**src/shared/sad_pkg.sv**
```systemverilog
package sad_pkg;
  localparam int ADDR_W = 24;
  localparam int IO_W   = 10;

  localparam logic [9:0] IO_DMA1_LO  = 10'h000;
  localparam logic [9:0] IO_DMA1_HI  = 10'h01F;
  localparam logic [9:0] IO_PIC1_LO  = 10'h020;
  localparam logic [9:0] IO_PIC1_HI  = 10'h03F;
  localparam logic [9:0] IO_TMR_LO   = 10'h040;
  localparam logic [9:0] IO_TMR_HI   = 10'h05F;
  localparam logic [9:0] IO_KBD_LO   = 10'h060;
  localparam logic [9:0] IO_KBD_HI   = 10'h06F;
  localparam logic [9:0] IO_RTC_LO   = 10'h070;
  localparam logic [9:0] IO_RTC_HI   = 10'h07F;
  localparam logic [9:0] IO_PAGE_LO  = 10'h080;
  localparam logic [9:0] IO_PAGE_HI  = 10'h09F;
  localparam logic [9:0] IO_PIC2_LO  = 10'h0A0;
  localparam logic [9:0] IO_PIC2_HI  = 10'h0BF;
  localparam logic [9:0] IO_DMA2_LO  = 10'h0C0;
  localparam logic [9:0] IO_DMA2_HI  = 10'h0DF;
  localparam logic [9:0] IO_FPU_CLR  = 10'h0F0;
  localparam logic [9:0] IO_FPU_RST  = 10'h0F1;

  localparam logic [23:0] MEM_CONV_HI    = 24'h09FFFF;
  localparam logic [23:0] MEM_VIDEO_LO   = 24'h0A0000;
  localparam logic [23:0] MEM_XROM_LO    = 24'h0C0000;
  localparam logic [23:0] MEM_BROM_LO    = 24'h0F0000;
  localparam logic [23:0] MEM_BROM_HI    = 24'h0FFFFF;
  localparam logic [23:0] MEM_USER_LO    = 24'h100000;
  localparam logic [23:0] MEM_USER_HI    = 24'hFEFFFF;
  localparam logic [23:0] MEM_BROM_ALIAS = 24'hFF0000;

  localparam logic [24:0] BANK_SIZE_1MB = 25'h0100000;
  localparam logic [24:0] BANK_SIZE_4MB = 25'h0400000;
  localparam int          NUM_BANKS     = 4;

  typedef struct packed {
    logic        valid;
    logic        io;
    logic        wr;
    logic [31:0] addr;
  } sad_cyc_s;

  typedef struct packed {
    logic dma1;
    logic pic1;
    logic timer;
    logic kbd;
    logic rtc;
    logic dma_page;
    logic pic2;
    logic dma2;
    logic conv_ram;
    logic video;
    logic exp_rom;
    logic boot_rom;
    logic dram;
    logic expansion;
  } sad_sel_s;
endpackage : sad_pkg
```
**src/rtl/sad_decoder.sv**
```systemverilog
module sad_decoder #(
  parameter int NUM_BANKS = sad_pkg::NUM_BANKS
) (
  input  wire logic                 REF_CLK,
  input  wire logic                 NRST,
  input  wire sad_pkg::sad_cyc_s    CPU_CYC,
  input  wire logic [NUM_BANKS-1:0] BANK_PRESENT,
  input  wire logic [NUM_BANKS-1:0] BANK_IS_4MB,
  input  wire logic [2:0]           TMR_OUT,
  input  wire logic [7:0]           DRQ_IN,
  input  wire logic [15:0]          IRQ_IN,
  input  wire logic [15:0]          IRQ_MASK,
  output sad_pkg::sad_sel_s         SEL,
  output logic [NUM_BANKS-1:0]      DRAM_BANK,
  output logic [21:0]               DRAM_OFS,
  output logic [15:0]               ROM_OFS,
  output logic                      FPU_BUSY_CLR,
  output logic                      FPU_RESET,
  output logic                      TIMER_TICK_REQUEST,
  output logic                      REFRESH_START,
  output logic                      SPEAKER_OUT,
  output logic                      DMA_CASCADE_REQUEST,
  output logic [3:0]                DMA2_REQ,
  output logic                      CASCADE_REQUEST_INPUT,
  output logic [7:0]                MASTER_IRQ
);

  function automatic logic in_io(input logic [9:0] p, input logic [9:0] lo, input logic [9:0] hi);
    in_io = (p >= lo) && (p <= hi);
  endfunction : in_io

  function automatic logic [24:0] bank_size(input logic present, input logic is_4mb);
    if (!present) begin
      bank_size = 25'h0000000;
    end else if (is_4mb) begin
      bank_size = sad_pkg::BANK_SIZE_4MB;
    end else begin
      bank_size = sad_pkg::BANK_SIZE_1MB;
    end
  endfunction : bank_size

  logic [9:0]           port;
  logic [23:0]          maddr;
  sad_pkg::sad_sel_s    sel_d;
  logic [NUM_BANKS-1:0] bank_d;
  logic [21:0]          ofs_d;
  logic                 ram_region;
  logic                 tmr1_prev_q;
  logic [7:0]           slave_irq;

  assign port  = CPU_CYC.addr[9:0];
  assign maddr = CPU_CYC.addr[23:0];
  assign ram_region = (maddr <= sad_pkg::MEM_CONV_HI) ||
                      ((maddr >= sad_pkg::MEM_USER_LO) && (maddr <= sad_pkg::MEM_USER_HI));

  // Banks are stacked from address zero in bank order, so a gap would shift every later bank.
  always_comb begin
    logic [24:0] base;
    logic [24:0] size;
    base   = 25'h0000000;
    size   = 25'h0000000;
    bank_d = '0;
    ofs_d  = '0;
    for (int b = 0; b < NUM_BANKS; b++) begin
      size = bank_size(BANK_PRESENT[b], BANK_IS_4MB[b]);
      if (ram_region && ({1'b0, maddr} >= base) && ({1'b0, maddr} < base + size)) begin
        bank_d[b] = 1'b1;
        ofs_d     = 22'({1'b0, maddr} - base);
      end
      base = base + size;
    end
  end

  always_comb begin
    sel_d = '0;
    if (CPU_CYC.valid && CPU_CYC.io) begin
      sel_d.dma1     = in_io(port, sad_pkg::IO_DMA1_LO, sad_pkg::IO_DMA1_HI);
      sel_d.pic1     = in_io(port, sad_pkg::IO_PIC1_LO, sad_pkg::IO_PIC1_HI);
      sel_d.timer    = in_io(port, sad_pkg::IO_TMR_LO, sad_pkg::IO_TMR_HI);
      sel_d.kbd      = in_io(port, sad_pkg::IO_KBD_LO, sad_pkg::IO_KBD_HI);
      sel_d.rtc      = in_io(port, sad_pkg::IO_RTC_LO, sad_pkg::IO_RTC_HI);
      sel_d.dma_page = in_io(port, sad_pkg::IO_PAGE_LO, sad_pkg::IO_PAGE_HI);
      sel_d.pic2     = in_io(port, sad_pkg::IO_PIC2_LO, sad_pkg::IO_PIC2_HI);
      sel_d.dma2     = in_io(port, sad_pkg::IO_DMA2_LO, sad_pkg::IO_DMA2_HI);
      sel_d.expansion = !(sel_d.dma1 || sel_d.pic1 || sel_d.timer || sel_d.kbd || sel_d.rtc ||
                          sel_d.dma_page || sel_d.pic2 || sel_d.dma2 ||
                          (port == sad_pkg::IO_FPU_CLR) || (port == sad_pkg::IO_FPU_RST));
    end else if (CPU_CYC.valid) begin
      sel_d.conv_ram = maddr <= sad_pkg::MEM_CONV_HI;
      sel_d.video    = (maddr >= sad_pkg::MEM_VIDEO_LO) && (maddr < sad_pkg::MEM_XROM_LO);
      sel_d.exp_rom  = (maddr >= sad_pkg::MEM_XROM_LO) && (maddr < sad_pkg::MEM_BROM_LO);
      sel_d.boot_rom = ((maddr >= sad_pkg::MEM_BROM_LO) && (maddr <= sad_pkg::MEM_BROM_HI)) ||
                       (maddr >= sad_pkg::MEM_BROM_ALIAS);
      sel_d.dram     = |bank_d;
      // Video and expansion ROM live on cards; so does RAM beyond the populated banks.
      sel_d.expansion = !(sel_d.dram || sel_d.boot_rom);
      if (sel_d.conv_ram && !sel_d.dram) begin
        sel_d.conv_ram = 1'b0;
      end
    end
  end

  always_ff @(posedge REF_CLK) begin
    if (!NRST) begin
      SEL       <= '0;
      DRAM_BANK <= '0;
      DRAM_OFS  <= '0;
      ROM_OFS   <= '0;
    end else begin
      SEL       <= sel_d;
      DRAM_BANK <= (CPU_CYC.valid && !CPU_CYC.io) ? bank_d : '0;
      DRAM_OFS  <= ofs_d;
      ROM_OFS   <= maddr[15:0];
    end
  end

  always_ff @(posedge REF_CLK) begin
    if (!NRST) begin
      FPU_BUSY_CLR <= 1'b0;
      FPU_RESET    <= 1'b0;
    end else begin
      FPU_BUSY_CLR <= CPU_CYC.valid && CPU_CYC.io && CPU_CYC.wr && (port == sad_pkg::IO_FPU_CLR);
      FPU_RESET    <= CPU_CYC.valid && CPU_CYC.io && CPU_CYC.wr && (port == sad_pkg::IO_FPU_RST);
    end
  end

  always_ff @(posedge REF_CLK) begin
    if (!NRST) begin
      TIMER_TICK_REQUEST <= 1'b0;
      REFRESH_START      <= 1'b0;
      SPEAKER_OUT        <= 1'b0;
      tmr1_prev_q        <= 1'b0;
    end else begin
      TIMER_TICK_REQUEST <= TMR_OUT[0];
      REFRESH_START      <= TMR_OUT[1] && !tmr1_prev_q;
      tmr1_prev_q        <= TMR_OUT[1];
      SPEAKER_OUT        <= TMR_OUT[2];
    end
  end

  // Channel 4 of the second DMA controller carries the first controller's requests.
  always_ff @(posedge REF_CLK) begin
    if (!NRST) begin
      DMA_CASCADE_REQUEST <= 1'b0;
      DMA2_REQ            <= '0;
    end else begin
      DMA_CASCADE_REQUEST <= |DRQ_IN[3:0];
      DMA2_REQ            <= {DRQ_IN[7:5], |DRQ_IN[3:0]};
    end
  end

  assign slave_irq = IRQ_IN[15:8] & ~IRQ_MASK[15:8];

  always_ff @(posedge REF_CLK) begin
    if (!NRST) begin
      CASCADE_REQUEST_INPUT <= 1'b0;
      MASTER_IRQ            <= '0;
    end else begin
      CASCADE_REQUEST_INPUT <= |slave_irq && !IRQ_MASK[2];
      MASTER_IRQ <= {IRQ_IN[7:3], |slave_irq, IRQ_IN[1], TMR_OUT[0]} & ~IRQ_MASK[7:0];
    end
  end
endmodule : sad_decoder

```
**config.mk**
```make
export PLATFORM = sky130hd
export DESIGN_NAME = sad_decoder
export DESIGN_NICKNAME = d
export VERILOG_FILES = /design/src/shared/sad_pkg.sv /design/src/rtl/sad_decoder.sv
export SDC_FILE = /design/constraint.sdc
export NUM_CORES = 1
export LEC_CHECK = 0
export BUFFER_PORTS_ARGS = -buffer_cell sky130_fd_sc_hd__buf_2
export CAP_MARGIN = 20
export CELL_PAD_IN_SITES_DETAIL_PLACEMENT = 1
export CELL_PAD_IN_SITES_GLOBAL_PLACEMENT = 1
export CORE_MARGIN = 2
export CORE_UTILIZATION = 35
export DETAILED_ROUTE_END_ITERATION = 12
export PLACE_DENSITY_LB_ADDON = 0.1
export SYNTH_ARGS = -nofsm -noshare
export SYNTH_HDL_FRONTEND = slang
export SYNTH_SLANG_ARGS = --single-unit
```
**constraint.sdc**
```tcl
create_clock -name REF_CLK -period 8 [get_ports REF_CLK]
set_input_delay 0.4 -clock REF_CLK [delete_from_list [all_inputs] [get_ports REF_CLK]]
set_output_delay 0.4 -clock REF_CLK [all_outputs]
set_load 0.02 [all_outputs]
```
==> impl_metrics.py, run 1 <==
metrics = {
    "run_status": {
        "run_status": "finished clean",
    },
    "logic_synthesis": {
        "synth_simple_gate_area_share_pct": 25.92,
        "syn_avg_cell_area_um2": 9.904,
        "yosys_warnings": 0,
        "synth_cells": 308,
        "synth-xor-area-share_pct": 2.256,
        "yosys_register_bits": 74,
        "netlist_area_um2": 3050,
        "synth_cell_types": 49,
        "synth_flop_cell": "dfxtp_1",
        "seq_area_frac_synth_pct": 48.56,
        "synthAdderAreaFrac_pct": 8.203,
        "synth_top_family_by_area": "simple AND/OR/NAND/NOR gates",
        "syn_nets": 416,
        "muxShareOfSynthArea_pct": 0,
        "synth_edf_count": 0,
        "synth-compound-area-share_pct": 10.46,
        "synthArstFlopShare_pct": 0,
    },
    "sta": {
        "setup_viol": 0,
        "clock_skew_ps": 0.1800,
        "finalSetupTns_ps": 0,
        "post-route-period-util_pct": 43.66,
        "holdWs_ps": 200.8,
        "rsz0062_at_grt": "false",
        "hold_violations": 0,
        "tightest_slew_ps": 586.5,
        "finalMaxSlewViolations": 0,
        "slew_headroom_pct": 60.56,
        "period_needed_ps": 3493,
        "fmax_ghz": 0.2863,
    },
    "detailed_routing": {
        "wl_per_cell_um": 14.67,
        "viasPerCell": 4.822,
        "dr.pass1.iters": 4,
        "drt_iter0_markers": 69,
        "drc": 0,
        "num_vias": 2768,
        "finalWirelength_um": 8421,
        "antenna_left": 0,
    },
    "power_and_ir_drop": {
        "leakage_nw": 2.028,
        "seqPwrFrac_pct": 45.4,
        "internal-power_uw": 611.5,
        "ir_worst_vdd_mv": 0.08901,
        "combPwrFrac_pct": 19.3,
        "power.density_nw_per_um2": 210.8,
        "p_sw_uw": 253.4,
        "swShare_pct": 29.30,
        "clkPwrFrac_pct": 35.3,
    },
    "cts": {
        "htreeDepth": 3,
        "clk_pin_slew_worst_paths_ps": 80,
        "cts_resized": 0,
        "hold_buffers": 0,
        "cts_buffers": 9,
        "post_cts_buffers": 0,
        "cts-root-buf": "clkbuf_8",
        "cts_tree": "done",
        "clock_latency_ps": 340,
        "clock-sinks": 74,
        "ctsLongestPathBuffers": 2,
    },
    "cells_and_area": {
        "synthToLayoutAreaGrowth_pct": 34.50,
        "multi_input_area_um2": 1429,
        "seq_area_um2": 1481,
        "final_cells": 574,
        "num_antenna_cells": 0,
        "final_nets": 569,
        "final_util_pct": 47.74,
        "fillers": 1040,
        "design_area_um2": 4103,
        "final_layout_size_suffix_gt1_share_pct": 38.41,
    },
    "floorplan": {
        "die_y_um": 97.36,
        "ios": 163,
        "die_w_um": 97.36,
        "fp-row-count": 34,
        "start_util_pct": 35.50,
        "coreArea_um2": 8593,
        "dieArea_um2": 9478,
    },
    "placement": {
        "finalWeightedCongestion": 0.7984,
        "place_inst": 558,
        "dp_hpwl_um": 6851,
        "postPlaceCellArea_um2": 3891,
        "port_buffers": 151,
    },
    "critical_path": {
        "critPathLaunchType": "primary input",
        "worst-path-max-fanout": 19,
        "endpoint_kind": "flip-flop",
        "worstSetupPathType": "primary input to flip-flop",
        "required_ps": 8240,
        "cp.arrival_ps": 3730,
    },
    "worst_hold_path": {
        "hp-class": "primary input to flip-flop",
    },
    "grt": {
        "grt_pass1_vias": 2768,
        "grt_max_degree": 25,
        "grt_usage_pct": 17.84,
        "grt_antenna_before_repair": 0,
        "grt-ovfl-total": 0,
        "grt_pass1_wl_um": 13480,
    },
    "flow_run": {
        "cap_viol_max_count": 0,
    },
}
## cell families after synthesis
family | count (synthesis)
compound gates | 42
xor+xnor | 7
fa+ha+maj | 20
flops | 74
buf+inv | 33
simple gates | 132
## synthesized netlist by cell type, types with 7 or more instances
| cell | number | area, um2 |
|---|---|---|
| nand2_1 | 13 | 48.80 |
| nor2_1 | 24 | 90.09 |
| nor3b_1 | 7 | 52.55 |
| a21oi_1 | 7 | 35.03 |
| ha_1 | 20 | 250.2 |
| inv_1 | 24 | 90.09 |
| dfxtp_1 | 74 | 1481 |
| nor3_1 | 7 | 35.03 |
| and2_1 | 44 | 275.3 |
| nor2b_1 | 7 | 43.79 |
## flip-flops by register name, indices dropped and copies added, names as in the netlist
signal,flops
REFRESH_START,1
SPEAKER_OUT,1
tmr1_prev_q,1
DMA2_REQ,4
FPU_BUSY_CLR,1
DRAM_OFS,22
DRAM_BANK,4
TIMER_TICK_REQUEST,1
ROM_OFS,16
SEL,14
MASTER_IRQ,8
FPU_RESET,1
## layout by cell type, fill, tap and decap left out, drive strengths merged, types with 2 or more instances in the layout
| master | instances |
|---|---|
| a2111oi | 2 |
| a21o | 3 |
| a21oi | 7 |
| a221oi | 2 |
| a31oi | 4 |
| and2 | 44 |
| buf | 151 |
| clkbuf | 10 |
| clkinvlp | 2 |
| dfxtp | 74 |
| ha | 20 |
| inv | 26 |
| nand2 | 13 |
| nand3 | 5 |
| nand4 | 6 |
| nor2 | 24 |
| nor2b | 7 |
| nor3 | 8 |
| nor3b | 7 |
| nor4 | 6 |
| o211ai | 3 |
| o21a | 2 |
| o21ai | 5 |
| o22ai | 6 |
| o31ai | 3 |
| or4 | 4 |
| xnor2 | 4 |
| xor2 | 3 |
## through the flow
stage               setup slack, ps  total power, mW
floorplan                      4609           0.5061
global placement               4134           0.5650
detailed placement             4104           0.5704
CTS                            4458           0.8779
global route                   4244           0.9091
finish                         4507           0.8650
## worst max-delay path, cell delays in order
cell and delay (ps):
buf_2 110, nand2b_1 200, xnor2_1 290, ha_1 220, ha_1 190, xor2_1 200, ha_1 300, a31oi_1 190
xnor2_1 90, ha_1 270, o21ai_0 70, a21oi_1 230, o22ai_4 140, o311a_1 560, and2_1 260
## power by group through the flow
stage               Clock [mW]  Sequential (mW)  Combinational [mW]
finish                   0.305            0.393               0.167
global route             0.330            0.395               0.184
CTS                      0.315            0.393               0.169
detailed placement           0            0.402               0.169
global placement             0            0.401               0.164
floorplan                    0            0.428              0.0779
## final cells by class
class / instances / area share (%)
flip-flops and latches: 74 / 36.11
inverters: 24 / 2.196
clock inverters: 6 / 1.799
repair buffers: 151 / 18.42
well taps: 108 / 3.294
clock buffers: 10 / 3.355
multi-input cells: 201 / 34.83
## path summary, 6_finish.rpt
kind,start,to,slack (ps),depth (start not counted)
worst max-delay path,BANK_IS_4MB[0],DRAM_OFS[3],4510,15
worst max register to register,tmr1_prev_q,REFRESH_START,7550,1
worst min register to register,tmr1_prev_q,REFRESH_START,390,1
worst min-delay path,IRQ_MASK[4],MASTER_IRQ[4],200,2
## per-layer routing
| layer | routed length, um | vias up | share of wire (%) | GRT usage [%] |
|---|---|---|---|---|
| met5 | 0 | - | 0 | 0 |
| li1 | - | 1371 | - | - |
| met3 | 605 | 4 | 7.2 | 5.396 |
| met4 | 55 | 0 | 0.65 | 4.487 |
| met1 | 3588 | 1284 | 43 | 20.95 |
| met2 | 4171 | 109 | 50 | 31.78 |
Note: power is estimated with default switching activity, not from simulation.
==> run 2, diff against run 1 <==
--- a/config.mk
+++ b/config.mk
@@ -10,7 +10,7 @@
 export CELL_PAD_IN_SITES_DETAIL_PLACEMENT = 1
 export CELL_PAD_IN_SITES_GLOBAL_PLACEMENT = 1
 export CORE_MARGIN = 2
-export CORE_UTILIZATION = 35
+export CORE_UTILIZATION = 32
 export DETAILED_ROUTE_END_ITERATION = 12
 export PLACE_DENSITY_LB_ADDON = 0.1
 export SYNTH_ARGS = -nofsm -noshare
==> constraint.sdc (replaced) <==
create_clock -name REF_CLK -period 3.54 [get_ports REF_CLK]
set_input_delay 0.177 -clock REF_CLK [delete_from_list [all_inputs] [get_ports REF_CLK]]
set_output_delay 0.177 -clock REF_CLK [all_outputs]
set_load 0.02 [all_outputs]
==> run 2 against run 1 <==
Effect of this change:
- combinational power rose by 140%
- die area up 9.0%
- cell area is 3.9% higher
- clock power grew 140%
- sequential share of layout area fell by 1.4 points
- critical path type unchanged
- wire length is 1.2% higher
- register-to-register slack lost 4500 ps
- core utilization shrank 1.6 points
- via count grew 1.3%
- count of clock-buffer cells in the layout down 1
- critical path depth did not move
- clock skew rose by 0.59 ps
==> impl_metrics.py, run 2 (synthesized netlist as in run 1, its figures left out) <==
metrics = {
    "run_status": {
        "run_status": "finished clean",
    },
    "sta": {
        "tightest_slew_ps": 437.1,
        "setup_viol": 0,
        "finalMaxSlewViolations": 0,
        "slew_headroom_pct": 70.55,
        "period_needed_ps": 3062,
        "setup_ws_ps": 477.6,
        "rsz0062_at_grt": "false",
        "hold_violations": 0,
        "finalSetupTns_ps": 0,
        "fmax_ghz": 0.3265,
        "post-route-period-util_pct": 86.51,
        "clock_skew_ps": 0.7709,
    },
    "power_and_ir_drop": {
        "ir_worst_vdd_mv": 0.3399,
        "power.density_nw_per_um2": 472.7,
        "combPwrFrac_pct": 19.7,
        "internal-power_mw": 1.451,
        "seqPwrFrac_pct": 44.1,
        "p_sw_uw": 563.9,
        "clkPwrFrac_pct": 36.2,
        "leakage_nw": 2.097,
        "finalPower_mw": 2.015,
        "swShare_pct": 27.99,
    },
    "worst_hold_path": {
        "holdPathStages": 2,
        "hp-class": "primary input to flip-flop",
    },
    "cts": {
        "hold_buffers": 7,
        "clock_latency_ps": 320,
        "clk_pin_slew_worst_paths_ps": 80,
        "cts_tree": "done",
        "ctsLongestPathBuffers": 2,
        "htreeDepth": 3,
        "cts-root-buf": "clkbuf_8",
        "post_cts_buffers": 0,
        "cts_resized": 0,
        "clock-sinks": 74,
        "cts_buffers": 9,
    },
    "critical_path": {
        "critPathBufInv": 2,
        "cp_slowest_cell": "o311a_1",
        "critPathTopFamily": "adder cells",
        "path_depth": 15,
        "worstSetupPathType": "primary input to flip-flop",
        "worst-path-max-fanout": 19,
        "cp_cell_sequence": "buf_2 -> and2_1 -> ha_1 -> ha_1 -> xor2_1 -> ha_1 -> a31oi_1 -> xnor2_1 -> ha_1 -> o21ai_0 -> a21oi_1 -> o22ai_4 -> o311a_1 -> buf_12 -> and2_1",
        "max_stage_delay_ps": 380,
        "endpoint_kind": "flip-flop",
        "required_ps": 3760,
        "critPathLaunchType": "primary input",
        "rrSetupSlack_ps": 3080,
        "cp.arrival_ps": 3280,
        "cpMostUsedCell": "ha_1",
        "rr_worst_depth": 1,
    },
    "cells_and_area": {
        "num_antenna_cells": 0,
        "final_cell_mix": "151 x buf_2, 74 x dfxtp_1, 44 x and2_1, 24 x inv_1, 24 x nor2_1",
        "final_cells": 607,
        "largest_register_ffs": 22,
        "final_common_cell": "buf_2",
        "fillers": 1121,
        "final_util_pct": 46.13,
        "final_nets": 581,
        "multi_input_area_um2": 1429,
        "final_layout_size_suffix_gt1_share_pct": 38.49,
        "seq_area_um2": 1481,
        "top_register": "DRAM_OFS",
        "reg.largest.list": "DRAM_OFS x22, ROM_OFS x16, SEL x14",
        "synthToLayoutAreaGrowth_pct": 39.75,
    },
    "detailed_routing": {
        "finalWirelength_um": 8521,
        "viasPerCell": 4.618,
        "num_vias": 2803,
        "drt_iter0_markers": 44,
        "antenna_left": 0,
        "drc": 0,
        "dr.pass1.iters": 4,
        "wl_per_cell_um": 14.04,
    },
    "placement": {
        "finalWeightedCongestion": 0.7490,
        "place_inst": 584,
        "port_buffers": 151,
        "place_ws_ps": 111.3,
        "dp_hpwl_um": 6859,
    },
    "floorplan": {
        "ios": 163,
        "fp-row-count": 35,
        "coreArea_um2": 9240,
        "start_util_pct": 33.01,
        "die_w_um": 101.6,
        "die_y_um": 101.6,
        "dieArea_um2": 10330,
    },
    "grt": {
        "grt_max_degree": 25,
        "grt_pass1_vias": 2765,
        "grt_antenna_before_repair": 0,
        "grt_usage_pct": 16.25,
        "grt_pass1_wl_um": 12970,
        "grt-ovfl-total": 0,
    },
    "flow_run": {
        "cap_viol_max_count": 0,
    },
}
run 2: power by group through the flow:
stage	Combinational [mW]	Sequential, mW	Clock, mW
2_1_floorplan	0.176	0.968	0
3_3_place_gp	0.387	0.907	0
3_5_place_dp	0.395	0.908	0
4_1_cts	0.402	0.889	0.756
5_1_grt	0.439	0.893	0.795
6_report	0.397	0.889	0.729
run 2: final cells by class:
type,instances,area share [%]
sequential,74,34.75
multi-input combinational,201,33.52
inverter,24,2.113
tap,129,3.786
clock inverter,7,2.377
timing repair buffer,163,20.55
clock buffer,9,2.906
run 2: path summary, 6_finish.rpt:
kind / end / startpoint
max: DRAM_OFS[18] / BANK_IS_4MB[0]
min: MASTER_IRQ[2] / IRQ_MASK[2]
max reg2reg: REFRESH_START / tmr1_prev_q
min reg2reg: REFRESH_START / tmr1_prev_q
run 2: through the flow:
| stage | hold slack (ps) | instance area [um2] |
|---|---|---|
| floorplan | 248.6 | 3050 |
| global placement | 336.8 | 3968 |
| detailed placement | 341.0 | 3968 |
| CTS | 3.311 | 4263 |
| global route | 8.217 | 4263 |
| finish | 20.28 | 4263 |
run 2: per-layer routing:
metal / part of all wire, % / vias up / global-route usage [%] / wire [um]
li1: - / 1389 / - / -
met1: 44 / 1287 / 19.66 / 3716
met2: 47 / 119 / 28.14 / 4031
met3: 7.6 / 8 / 3.658 / 646
met4: 1.5 / 0 / 5.925 / 127
met5: 0 / - / 0 / 0
==> run 3, diff against run 2 <==
--- a/config.mk
+++ b/config.mk
@@ -13,6 +13,7 @@
 export CORE_UTILIZATION = 32
 export DETAILED_ROUTE_END_ITERATION = 12
 export PLACE_DENSITY_LB_ADDON = 0.1
+export REMOVE_ABC_BUFFERS = 1
 export SYNTH_ARGS = -nofsm -noshare
 export SYNTH_HDL_FRONTEND = slang
 export SYNTH_SLANG_ARGS = --single-unit
==> run 3 against run 2 <==
Effect of this change:
- die area is the same
- clock skew is essentially flat
- global-route usage grew 0.77 points
- register-to-register slack about the same
- critical path depth grew 1
- via count fell by 2.2%
- sequential share of layout area increased by 0.43 points
- wire length down 1.3%
- worst hold slack improved by 20 ps
==> impl_metrics.py, run 3 (synthesized netlist as in run 1, its figures left out) <==
metrics = {
    "critical_path": {
        "endpoint_kind": "flip-flop",
        "cp_slowest_cell": "o311a_1",
        "worstSetupPathType": "primary input to flip-flop",
        "critPathTopFamily": "adder cells",
        "rrSetupSlack_ps": 3090,
        "critPathLaunchType": "primary input",
        "rr_worst_depth": 1,
        "max_stage_delay_ps": 370,
        "r2r_end": "REFRESH_START",
        "critPathBufInv": 2,
        "cpMostUsedCell": "ha_1",
        "cp_cell_sequence": "buf_2 -> nand2b_1 -> xnor2_1 -> ha_1 -> ha_1 -> xor2_1 -> ha_1 -> a31oi_1 -> xnor2_1 -> ha_1 -> o21ai_0 -> a21oi_1 -> o22ai_4 -> o311a_1 -> buf_12 -> and2_1",
        "cp.arrival_ps": 3340,
        "worst-path-max-fanout": 19,
        "r2r-start": "tmr1_prev_q",
        "required_ps": 3780,
    },
    "cells_and_area": {
        "final_layout_size_suffix_gt1_share_pct": 38.08,
        "largest_register_ffs": 22,
        "top_register": "DRAM_OFS",
        "final_common_cell": "buf_2",
        "reg.largest.list": "DRAM_OFS x22, ROM_OFS x16, SEL x14",
        "num_antenna_cells": 0,
        "final_util_pct": 45.57,
        "synthToLayoutAreaGrowth_pct": 38.02,
        "final_nets": 581,
        "final_cell_mix": "151 x buf_2, 74 x dfxtp_1, 44 x and2_1, 24 x inv_1, 24 x nor2_1",
        "fillers": 1131,
    },
    "cts": {
        "hold_buffers": 8,
        "htreeDepth": 3,
        "post_cts_buffers": 0,
        "cts-root-buf": "clkbuf_8",
        "cts_resized": 0,
        "cts_tree": "done",
        "ctsLongestPathBuffers": 2,
        "cts_buffers": 9,
        "clock-sinks": 74,
        "clk_pin_slew_worst_paths_ps": 80,
        "clock_latency_ps": 340,
    },
    "worst_hold_path": {
        "holdPathStages": 2,
        "worstHoldStart": "DRQ_IN[5]",
        "min_to": "DMA2_REQ[1]",
        "hp-class": "primary input to flip-flop",
    },
    "floorplan": {
        "fp-row-count": 35,
        "dieArea_um2": 10330,
        "die_w_um": 101.6,
        "start_util_pct": 33.01,
        "die_y_um": 101.6,
        "coreArea_um2": 9240,
        "ios": 163,
    },
    "grt": {
        "grt_pass1_vias": 2795,
        "grt_max_degree": 25,
        "grt-ovfl-total": 0,
        "grt_antenna_before_repair": 0,
        "grt_usage_pct": 17.02,
        "grt_pass1_wl_um": 13740,
    },
    "sta": {
        "slew_headroom_pct": 69.62,
        "post-route-period-util_pct": 87.65,
        "fmax_ghz": 0.3223,
        "finalMaxSlewViolations": 0,
        "rsz0062_at_grt": "false",
        "setup_ws_ps": 437.3,
        "finalSetupTns_ps": 0,
        "hold_violations": 0,
        "setup_viol": 0,
        "holdWs_ps": 40.69,
        "period_needed_ps": 3103,
        "clock_skew_ps": 1.038,
        "tightest_slew_ps": 444.2,
    },
    "placement": {
        "dp_hpwl_um": 6821,
        "finalWeightedCongestion": 0.7475,
        "place_ws_ps": 3.347,
        "port_buffers": 151,
    },
    "detailed_routing": {
        "antenna_left": 0,
        "dr.pass1.iters": 4,
        "drc": 0,
        "finalWirelength_um": 8406,
        "num_vias": 2740,
        "drt_iter0_markers": 57,
        "wl_per_cell_um": 13.85,
        "viasPerCell": 4.514,
    },
    "power_and_ir_drop": {
        "ir_worst_vdd_mv": 0.1675,
        "finalPower_mw": 1.862,
        "power.density_nw_per_um2": 442.2,
        "leakage_nw": 2.067,
    },
    "flow_run": {
        "cap_viol_max_count": 0,
    },
    "run_status": {
        "run_status": "finished clean",
    },
}
[run 3: worst max path at each step]
stage,cells past startpoint,to,start,slack (ps)
finish,16,DRAM_OFS[12],BANK_IS_4MB[0],440
global route,16,DRAM_OFS[3],BANK_IS_4MB[0],160
CTS,16,DRAM_OFS[4],BANK_IS_4MB[0],380
detailed placement,16,DRAM_OFS[12],BANK_IS_4MB[0],3
global placement,16,DRAM_OFS[17],BANK_IS_4MB[0],170
floorplan,13,DRAM_OFS[0],BANK_IS_4MB[0],440
[run 3: routing by layer]
| metal | wire [um] | share of wire (%) | track usage [%] | vias up |
|---|---|---|---|---|
| li1 | - | - | - | 1388 |
| met1 | 3700 | 44 | 20.96 | 1245 |
| met2 | 4134 | 49 | 29.71 | 103 |
| met3 | 501 | 6.0 | 2.899 | 4 |
| met4 | 69 | 0.82 | 6.237 | 0 |
| met5 | 0 | 0 | 0 | - |
[run 3: metrics by stage]
stage                     cells  area [um2]
final                       607        4210
after global placement      583        3960
after CTS                   607        4210
after global routing        607        4210
after floorplan             299        3000
after detailed placement    583        3960
[run 3: cell type report]
cell class                 instances  area [um2]  share of cell area [%]
sequential                        74        1481                   35.19
multi-input combinational        201        1429                   33.94
timing repair buffer             163       878.3                   20.86
tap                              129       161.4                   3.834
clock buffer                      10       127.6                   3.031
inverter                          24       90.09                   2.140
clock inverter                     6       42.54                   1.010
[run 3: report_power, final]
group          total (mW)  internal (mW)  switching, mW
combinational       0.396          0.169          0.227
clock               0.578          0.256          0.322
sequential          0.888          0.878         0.0105
total                1.86           1.30          0.559
